### src/rtl/uotg_defs.svh
`ifndef UOTG_DEFS_SVH
`define UOTG_DEFS_SVH
// Register byte addresses.
`define UOTG_ADDR_FUNC     12'h000
`define UOTG_ADDR_TOKEN    12'h004
`define UOTG_ADDR_FLAGS    12'h008
`define UOTG_ADDR_ERR_EN   12'h00c
`define UOTG_ADDR_IRQ_MASK 12'h010
`define UOTG_ADDR_STATUS   12'h014
`define UOTG_ADDR_CTRL     12'h018
// Field positions.
`define UOTG_LOW_SPEED_BIT 7
`define UOTG_FLAG_STALL    7
`define UOTG_FLAG_RESUME   5
`define UOTG_FLAG_IDLE     4
`define UOTG_FLAG_TOKDONE  3
`define UOTG_FLAG_SOF      2
`define UOTG_FLAG_ERR      1
`define UOTG_FLAG_RESET    0
// Implemented-bit masks and reset values.
`define UOTG_FLAG_MASK     8'hbf
`define UOTG_ERR_EN_MASK   8'hbf
`define UOTG_RESET_VAL     8'h00
// Token type encodings.
`define UOTG_PID_SETUP     4'hd
`define UOTG_PID_IN        4'h9
`define UOTG_PID_OUT       4'h1
// Resume K-state time: 2.5 us, counted at 50 MHz.
`define UOTG_RESUME_NS     2500
`define UOTG_CLK_MHZ       50
`define UOTG_RESUME_CYC    ((`UOTG_RESUME_NS * `UOTG_CLK_MHZ + 999) / 1000)
`endif

### src/rtl/uotg_pkg.sv
`default_nettype none
package uotg_pkg;
  typedef enum logic [1:0] {UOTG_TOK_SETUP, UOTG_TOK_IN, UOTG_TOK_OUT, UOTG_TOK_NONE} uotg_tok_t;
  typedef enum {UOTG_IDLE, UOTG_BUSY} uotg_state_t;
endpackage
`default_nettype wire

### src/rtl/uotg_kstate_det.sv
`include "uotg_defs.svh"
`default_nettype none
// Detects a K-state held on the lines for the resume time.
module uotg_kstate_det (
  input  wire logic clk,
  input  wire logic rst_b,
  input  wire logic dp_pin,
  input  wire logic dm_pin,
  input  wire logic low_speed,
  output logic      resume_pulse
);
  logic [2:0] dp_sync;
  logic [2:0] dm_sync;
  logic       dp_q;
  logic       dm_q;
  logic       k_state;
  logic [7:0] k_count;

  always_ff @(posedge clk or negedge rst_b) begin
    if (!rst_b) begin
      dp_sync <= 3'h0;
      dm_sync <= 3'h0;
    end else begin
      dp_sync <= {dp_sync[1:0], dp_pin};
      dm_sync <= {dm_sync[1:0], dm_pin};
    end
  end

  // A change counts once the second and third stages agree.
  always_ff @(posedge clk or negedge rst_b) begin
    if (!rst_b) begin
      dp_q <= 1'b0;
      dm_q <= 1'b0;
    end else begin
      if (dp_sync[1] == dp_sync[2]) dp_q <= dp_sync[2];
      if (dm_sync[1] == dm_sync[2]) dm_q <= dm_sync[2];
    end
  end

  assign k_state = low_speed ? (dp_q && !dm_q) : (!dp_q && dm_q);

  always_ff @(posedge clk or negedge rst_b) begin
    if (!rst_b) begin
      k_count      <= 8'h00;
      resume_pulse <= 1'b0;
    end else begin
      resume_pulse <= 1'b0;
      if (!k_state) begin
        k_count <= 8'h00;
      end else if (k_count < 8'(`UOTG_RESUME_CYC)) begin
        k_count <= k_count + 8'h01;
        if (k_count == 8'(`UOTG_RESUME_CYC - 1)) resume_pulse <= 1'b1;
      end
    end
  end
endmodule
`default_nettype wire

### src/rtl/uotg_regs.sv
`include "uotg_defs.svh"
`default_nettype none
module uotg_regs (
  input  wire logic        clk,
  input  wire logic        rst_b,
  input  wire logic        psel,
  input  wire logic        penable,
  input  wire logic        pwrite,
  input  wire logic [11:0] paddr,
  input  wire logic [31:0] pwdata,
  output logic      [31:0] prdata,
  output logic             pready,
  output logic             pslverr,
  input  wire logic        host_mode,
  input  wire logic        stall_sent,
  input  wire logic        idle_seen,
  input  wire logic        token_done,
  input  wire logic        frame_start,
  input  wire logic        bus_reset_seen,
  input  wire logic [7:0]  err_events,
  input  wire logic        token_complete,
  input  wire logic        dp_pin,
  input  wire logic        dm_pin,
  output logic             irq,
  output logic             low_speed,
  output logic [6:0]       func_addr,
  output logic             token_start,
  output uotg_pkg::uotg_tok_t token_kind,
  output logic [3:0]       token_ep,
  output logic             token_busy
);
  import uotg_pkg::*;

  logic [7:0]  usb_function_address;
  logic [7:0]  usb_host_token_launch;
  logic [7:0]  usb_device_interrupt_flags;
  logic [7:0]  usb_error_interrupt_enables;
  logic [7:0]  irq_mask;
  logic        resume_pulse;
  logic        wr_en;
  logic        rd_en;
  logic [7:0]  next_flags;
  logic [7:0]  flag_set;
  logic [7:0]  flag_clr;
  logic        err_summary;
  logic [31:0] next_rdata;
  logic        addr_ok;
  uotg_state_t tok_state;

  function automatic uotg_tok_t decode_pid(input logic [3:0] pid);
    uotg_tok_t kind;
    kind = UOTG_TOK_NONE;
    if (pid == `UOTG_PID_SETUP) kind = UOTG_TOK_SETUP;
    else if (pid == `UOTG_PID_IN) kind = UOTG_TOK_IN;
    else if (pid == `UOTG_PID_OUT) kind = UOTG_TOK_OUT;
    return kind;
  endfunction

  function automatic logic is_addr(input logic [11:0] a, input logic [11:0] r);
    return a == r;
  endfunction

  // Access phase completes in one cycle; pready is registered from the setup cycle and is high only in the first access cycle.
  assign wr_en = psel && penable && pwrite;
  assign rd_en = psel && penable && !pwrite;

  uotg_kstate_det u_kdet (
    .clk          (clk),
    .rst_b        (rst_b),
    .dp_pin       (dp_pin),
    .dm_pin       (dm_pin),
    .low_speed    (1'b0),
    .resume_pulse (resume_pulse)
  );

  always_ff @(posedge clk or negedge rst_b) begin
    if (!rst_b) begin
      usb_function_address <= `UOTG_RESET_VAL;
    end else if (wr_en && is_addr(paddr, `UOTG_ADDR_FUNC)) begin
      usb_function_address <= pwdata[7:0];
    end
  end

  always_ff @(posedge clk or negedge rst_b) begin
    if (!rst_b) begin
      low_speed <= 1'b0;
      func_addr <= 7'h00;
    end else begin
      low_speed <= host_mode && usb_function_address[`UOTG_LOW_SPEED_BIT];
      func_addr <= usb_function_address[6:0];
    end
  end

  always_ff @(posedge clk or negedge rst_b) begin
    if (!rst_b) begin
      usb_host_token_launch <= `UOTG_RESET_VAL;
      token_start           <= 1'b0;
      token_kind            <= UOTG_TOK_NONE;
      token_ep              <= 4'h0;
      tok_state             <= UOTG_IDLE;
      token_busy            <= 1'b0;
    end else begin
      token_start <= 1'b0;
      if (wr_en && is_addr(paddr, `UOTG_ADDR_TOKEN)) begin
        usb_host_token_launch <= pwdata[7:0];
      end
      case (tok_state)
        UOTG_IDLE: begin
          if (wr_en && is_addr(paddr, `UOTG_ADDR_TOKEN) && host_mode &&
              decode_pid(pwdata[7:4]) != UOTG_TOK_NONE) begin
            token_kind  <= decode_pid(pwdata[7:4]);
            token_ep    <= pwdata[3:0];
            token_start <= 1'b1;
            token_busy  <= 1'b1;
            tok_state   <= UOTG_BUSY;
          end
        end
        UOTG_BUSY: begin
          if (token_complete || !host_mode) begin
            token_busy <= 1'b0;
            tok_state  <= UOTG_IDLE;
          end
        end
        default: tok_state <= UOTG_IDLE;
      endcase
    end
  end

  always_ff @(posedge clk or negedge rst_b) begin
    if (!rst_b) begin
      usb_error_interrupt_enables <= `UOTG_RESET_VAL;
      irq_mask                    <= `UOTG_RESET_VAL;
    end else if (wr_en) begin
      if (is_addr(paddr, `UOTG_ADDR_ERR_EN)) begin
        usb_error_interrupt_enables <= pwdata[7:0] & `UOTG_ERR_EN_MASK;
      end else if (is_addr(paddr, `UOTG_ADDR_IRQ_MASK)) begin
        irq_mask <= pwdata[7:0] & `UOTG_FLAG_MASK;
      end
    end
  end

  // bit 1 covers CRC5 or end-of-frame by mode
  assign err_summary = |(err_events & usb_error_interrupt_enables);

  always_comb begin
    flag_set = 8'h00;
    if (!host_mode) begin
      flag_set[`UOTG_FLAG_STALL]   = stall_sent;
      flag_set[`UOTG_FLAG_RESUME]  = resume_pulse;
      flag_set[`UOTG_FLAG_IDLE]    = idle_seen;
      flag_set[`UOTG_FLAG_TOKDONE] = token_done;
      flag_set[`UOTG_FLAG_SOF]     = frame_start;
      flag_set[`UOTG_FLAG_RESET]   = bus_reset_seen;
    end
    flag_clr = 8'h00;
    if (wr_en && is_addr(paddr, `UOTG_ADDR_FLAGS)) flag_clr = pwdata[7:0];
    next_flags = ((usb_device_interrupt_flags & ~flag_clr) | flag_set) & `UOTG_FLAG_MASK;
  end

  always_ff @(posedge clk or negedge rst_b) begin
    if (!rst_b) begin
      usb_device_interrupt_flags <= `UOTG_RESET_VAL;
    end else begin
      usb_device_interrupt_flags <= next_flags;
    end
  end

  always_ff @(posedge clk or negedge rst_b) begin
    if (!rst_b) begin
      irq <= 1'b0;
    end else begin
      irq <= |(next_flags & irq_mask) || (err_summary && !host_mode && irq_mask[`UOTG_FLAG_ERR]);
    end
  end

  always_comb begin
    next_rdata = 32'h0000_0000;
    addr_ok    = 1'b1;
    if (is_addr(paddr, `UOTG_ADDR_FUNC)) begin
      // low-speed bit hidden in device mode
      next_rdata[7:0] = {usb_function_address[7] & host_mode, usb_function_address[6:0]};
    end else if (is_addr(paddr, `UOTG_ADDR_TOKEN)) begin
      next_rdata[7:0] = usb_host_token_launch;
    end else if (is_addr(paddr, `UOTG_ADDR_FLAGS)) begin
      next_rdata[7:0] = usb_device_interrupt_flags;
      // error summary shown in device mode
      next_rdata[`UOTG_FLAG_ERR] = err_summary && !host_mode;
    end else if (is_addr(paddr, `UOTG_ADDR_ERR_EN)) begin
      next_rdata[7:0] = usb_error_interrupt_enables;
    end else if (is_addr(paddr, `UOTG_ADDR_IRQ_MASK)) begin
      next_rdata[7:0] = irq_mask;
    end else if (is_addr(paddr, `UOTG_ADDR_STATUS)) begin
      next_rdata[1:0] = {host_mode, token_busy};
    end else begin
      addr_ok = 1'b0;
    end
  end

  always_ff @(posedge clk or negedge rst_b) begin
    if (!rst_b) begin
      prdata  <= 32'h0000_0000;
      pready  <= 1'b0;
      pslverr <= 1'b0;
    end else begin
      pready  <= psel && !penable;
      pslverr <= psel && !penable && !addr_ok;
      prdata  <= (psel && !penable && !pwrite) ? next_rdata : 32'h0000_0000;
    end
  end
endmodule
`default_nettype wire

### config.mk
export PLATFORM = sky130hd
export DESIGN_NAME = uotg_regs
export DESIGN_NICKNAME = d
export VERILOG_FILES = /design/src/rtl/uotg_pkg.sv /design/src/rtl/uotg_kstate_det.sv /design/src/rtl/uotg_regs.sv
export VERILOG_INCLUDE_DIRS = /design/src /design/src/rtl
export SDC_FILE = /design/constraint.sdc
export NUM_CORES = 1
export LEC_CHECK = 0
export BUFFER_PORTS_ARGS = -buffer_cell sky130_fd_sc_hd__buf_2
export CORE_MARGIN = 4
export CORE_UTILIZATION = 40
export CTS_CLUSTER_DIAMETER = 50
export DETAILED_ROUTE_END_ITERATION = 16
export SETUP_SLACK_MARGIN = 0.1
export SLEW_MARGIN = 20
export SYNTH_ARGS = -nofsm -noshare
export SYNTH_HDL_FRONTEND = slang
export SYNTH_SLANG_ARGS = --single-unit
### constraint.sdc
create_clock -name clk -period 1.9 [get_ports clk]
set_clock_uncertainty 0.05 [all_clocks]
set_input_delay 0.285 -clock clk [delete_from_list [all_inputs] [get_ports clk]]
set_output_delay 0.285 -clock clk [all_outputs]
set_load 0.01 [all_outputs]
# Word-level counts from Yosys, hierarchy flattened
# Index checks and enable logic that the tools add are counted.
[word_totals]
register_bits = 113
latch_bits = 0
ram_bits = 0
rom_bits = 0
in_bits = 66
out_inout_bits = 51
n_memories = 0
[op_classes]
add_sub_neg = 1
mul = 0
div = 0
n_lt_le_gt_ge = 1
eq_ne = 16
n_shift = 0
n_mux = 35
n_bitwise = 7
n_reduce_logical = 31
[ops]
columns = ["cell", "count"]
rows = [
  ["two-way mux 32 bit", 2],
  ["two-way mux 8 bit", 8],
  ["one-hot mux 32 bit (2 select lines)", 1],
  ["== test 32 x 1 -> 1 bit (second input constant)", 1],
  ["logical NOT 32 bit", 1],
  ["bitwise AND 8 bit", 3],
  ["== test 12 x 4 -> 1 bit (second input constant)", 2],
  ["== test 12 x 5 -> 1 bit (second input constant)", 2],
  ["two-way mux 1 bit", 16],
  ["OR reduction 8 bit", 2],
  ["logical AND 1 bit", 14],
  ["== test 12 x 3 -> 1 bit (second input constant)", 1],
  ["logical NOT 12 bit", 1],
  ["two-way mux 2 bit", 5],
  ["adder 8 x 1 -> 8 bit (second input constant)", 1],
  ["== test 4 bit (second input constant)", 2],
  ["== test 8 x 7 -> 1 bit (second input constant)", 1],
  ["less-than comparator 8 x 7 -> 1 bit (second input constant)", 1],
  ["!= test 2 bit (second input constant)", 4],
  ["inverter 8 bit", 1],
  ["OR 8 bit", 1],
  ["two-way mux 6 bit", 1],
  ["AND reduction 2 bit", 3],
  ["AND reduction 3 bit", 2],
  ["9 further kinds", 15],
]

# Depth between registers and ports, before layout
[depth]
ltp_word = 10
mapped_depth = 7
ltp_nobuf = 7

# Cells and area by module
# A second synthesis with hierarchy kept.
[unflattened]
hier_cells = 322
area_unflattened_um2 = 3832.4
[by_module_without_submodules]
columns = ["mod", "instances", "cells_each", "area_each_um2", "seq_area_each_um2"]
rows = [
  ["uotg_regs", 1, 257, 3051.7, 1604.0],
  ["uotg_kstate_det", 1, 65, 780.7, 425.4],
]

# Worst setup path after synthesis
# No wires, ideal clock.
[synth_path]
path_kind = "in2reg"
start = "input port paddr[10]"
end = "register usb_function_address[0]"
arrival_time_ps = 2257
t_required_ps = 1725
setup_slack_ps = -532
cell_stages = 7
path_buffers = 2
cell_sequence = "or4_1 -> buf_2 -> or3_4 -> or3_1 -> buf_2 -> nor2_8 -> mux2_2"
[synth_via]
elab_chain_len = 2
[synth_rtl]
columns = ["item", "line", "source"]
rows = [
  ["start: declaration", "uotg_regs.sv:9", "input wire logic [11:0] paddr,"],
  ["logical NOT 12 bit", "uotg_regs.sv:60", "return a == r;"],
  ["logical AND 1 bit", "uotg_regs.sv:79", "end else if (wr_en && is_addr(paddr, `UOTG_ADDR_FUNC)) begin"],
  ["end signal: assignment", "uotg_regs.sv:78", "usb_function_address <= `UOTG_RESET_VAL;"],
  ["end signal: assignment", "uotg_regs.sv:80", "usb_function_address <= pwdata[7:0];"],
  ["end: declaration", "uotg_regs.sv:34", "logic [7:0] usb_function_address;"],
]
# No other way between the ends.
# A chain may end at the register's enable or synchronous reset.

# Worst setup path in the final report
[layout_path]
start = "input port paddr[5]"
end = "register usb_function_address[1]"
# Same word-level chain as after synthesis.

==> flow_metrics.env <==
export IMPL_status="complete, but fails checks"
export IMPL_failed_checks="setup timing"
export IMPL_grt_pass1_wl_um=14900
export IMPL_route_detailed_drc=0
export IMPL_crit_arrival_ps=2160
export IMPL_gr_total_overflow=0
export IMPL_crit_fanout=8
export IMPL_synth_area_um2=3810
export IMPL_hp_class="primary input to flip-flop"
export IMPL_track_usage=0.172
export IMPL_wl_um=9610
export IMPL_fp_dieH_um=106
export IMPL_antenna_cells=0
export IMPL_final_nets=519
export IMPL_cp_start_kind="primary input"
export IMPL_dp_slack_ps=-583
export IMPL_power_density_nw_per_um2=718
export IMPL_final_max_slew_viol_count=0
export IMPL_synth_ff_type="dfrtp_1"
export IMPL_path_class="primary input to flip-flop"
export IMPL_drive_gt1_frac=0.403
export IMPL_avgSynthCellArea_um2=11.2
export IMPL_vias=2955
export IMPL_period_minus_slack_ps=1980
export IMPL_place_detailed_hpwl_um=6920
export IMPL_cts_tree="yes"
export IMPL_synth_edf_count=0
export IMPL_cts_buffer_depth=2
export IMPL_ys_seq_elements=81
export IMPL_stdcell_count=583
export IMPL_clk_latency_ps=340
export IMPL_grt_pass1_vias=2895
export IMPL_std_cell_rows=35
export IMPL_fmax_mhz=506
export IMPL_synth_area_leader_cell="dfrtp_1"
export IMPL_hold_viol=0
export IMPL_n_fill_cell=809
export IMPL_multi_input_area_um2=1750
export IMPL_viasPerCell=5.07
export IMPL_rsz0062_at_grt="yes"
export IMPL_path_clk_slew_ps=80
export IMPL_core_area_um2=9240
export IMPL_finalCritPeriodShare=1.04
export IMPL_clock_sinks=81
export IMPL_placed_cells=562
export IMPL_maxCapViolations=0
export IMPL_irDropWorstVdd_uv=427
export IMPL_synthArstFlopShare=1.00
export IMPL_worst_slew_margin_rel=0.649
export IMPL_tightest_slew_ps=527
export IMPL_io_buffers=67
export IMPL_endpoint_kind="flip-flop"
export IMPL_synth_cells=340
export IMPL_antenna_found_initial=0
export IMPL_ys_seq_area_frac=0.533
export IMPL_drt_wirelength_per_cell_um=16.5
export IMPL_power_leakage_uw=0.00248
export IMPL_initial_core_util=0.412
export IMPL_seq_area_um2=2030
export IMPL_cp_data_required_time_ps=2080
export IMPL_yosysWarnings=0
export IMPL_pin_count=117
export IMPL_cts_buffers=9
export IMPL_tns_ps=-577
export IMPL_ant_nets=0
export IMPL_ys_types=49
export IMPL_cts_root_buf="clkbuf_8"
export IMPL_htreeDepth=3
export IMPL_setup_viol=8
export IMPL_place_gp_congestion=0.862
export IMPL_synth_top_area_share=0.519
export IMPL_area_delta_synth_final_pct=29.9
export IMPL_final_setup_worst_slack_ps=-77.5
export IMPL_drt_iter0_markers=159
export IMPL_ys_top_cells_by_area="dfrtp_1 (52%), mux2_2 (10%), buf_4 (4.7%), o21ai_0 (3.4%), a21oi_1 (2.0%)"
export IMPL_firstDrtPassIters=4
export IMPL_dieArea_um2=11100
export IMPL_grt_max_degree=43
export IMPL_die_x_um=106
[cell usage in the layout, fill, tap and decap left out, drive strengths merged, types with 3 or more instances in the layout]
cell type,n
mux2,35
inv,8
a21o,9
nor2,18
nor3,5
xor2,4
dfrtp,79
nand2b,10
a21oi,15
buf,110
nand2,15
ha,3
conb,24
o21ai,26
clkbuf,10
dlygate4sd3,3
or2,3
or4,4
a32oi,5
or3,4
nor2b,10
mux2i,5
nand4,7
bufinv,3
nor4,7
and3,3
nand3,3
[path summary, 6_finish.rpt]
| kind | startpoint | endpoint | slack (ps) | cells past startpoint |
|---|---|---|---|---|
| setup / recovery | paddr[5] | usb_function_address[1]$_DFFE_PN0P_ | -80 | 6 |
| hold / removal | token_complete | token_busy$_DFFE_PN0P_ | 60 | 2 |
| setup reg to reg | usb_error_interrupt_enables[1]$_DFFE_PN0P_ | prdata[1]$_DFF_PN0_ | 100 | 5 |
| hold reg to reg | u_kdet.dp_sync[0]$_DFF_PN0_ | u_kdet.dp_sync[1]$_DFF_PN0_ | 300 | 0 |
| max in group asynchronous | rst_b | token_ep[0]$_DFFE_PN0P_ | 790 | 3 |
| min in group asynchronous | rst_b | func_addr[5]$_DFF_PN0_ | 410 | 2 |
[power breakdown]
part           total, uW  switching (uW)  internal [uW]
clock               1500             603            902
combinational        297             189            108
sequential          1750            11.1           1740
total               3550             803           2750
[area by class of cell]
cell class	instances	share of cell area
Clock buffer	10	0.0278
Clock inverter	5	0.0210
Inverter	8	0.00607
Multi-Input combinational cell	237	0.354
Sequential cell	81	0.410
Tap cell	129	0.0326
Timing Repair Buffer	113	0.148
[cells in the mapped netlist, types with 8 or more instances]
library cell,count
dfrtp_1,79
inv_1,8
o21ai_0,26
nand2_1,15
clkbuf_1,10
a21oi_1,15
buf_4,24
a21o_1,9
nor2b_1,10
nand2b_1,10
mux2_2,35
nor2_1,17
[what timing repair did]
action	CTS	global route
endpoints found under the setup margin	21	31
hold buffers	3	0
cloned	0	1
gates resized for setup	22	18
hold endpoints to repair	39	0
setup buffers	1	1
pin swaps	8	8
[per-layer routing]
layer,track usage,share of wire,wire (um),up-vias
met2,0.283,0.49,4720,82
met1,0.231,0.45,4290,1472
met4,0.0444,0.0094,90,0
li1,-,-,-,1393
met5,0,0,0,-
met3,0.0367,0.053,505,8
[critical path, stage by stage]
cell and delay, ps:
buf_6 90, or4_4 530, or3_4 340, or3_4 370, nor2_8 210, mux2_4 320
[registers in the layout, summed over array words and instances, names as in the netlist, 2 cells and up]
| name | count |
|---|---|
| usb_device_interrupt_flags | 7 |
| u_kdet.k_count | 8 |
| prdata | 8 |
| u_kdet.dp_sync | 3 |
| usb_function_address | 8 |
| func_addr | 7 |
| usb_error_interrupt_enables | 7 |
| usb_host_token_launch | 8 |
| token_kind | 2 |
| token_ep | 4 |
| u_kdet.dm_sync | 3 |
| irq_mask | 7 |
[logic make-up after synthesis]
kind of cell,Yosys count,share of synthesized area
and+or+nand+nor,94,0.142
DFF,81,0.533
AOI/OAI and AO/OA,69,0.113
buffers and inverters,45,0.0687
muxes,40,0.117
adders and majority gates,5,0.0151
xor gates and xnor gates,5,0.0115
other,1,0.000985
[stage by stage]
step	power, uW	utilization	hold slack [ps]	area, um^2
after floorplan	1930	-	-60.6	3940
after global placement	2060	0.487	242	4500
after detailed placement	2060	0.487	247	4500
after CTS	3580	0.525	48.4	4850
after global routing	3700	0.536	45.4	4950
final	3550	0.536	60.8	4950
No activity file was read; power rests on OpenSTA's default activity.
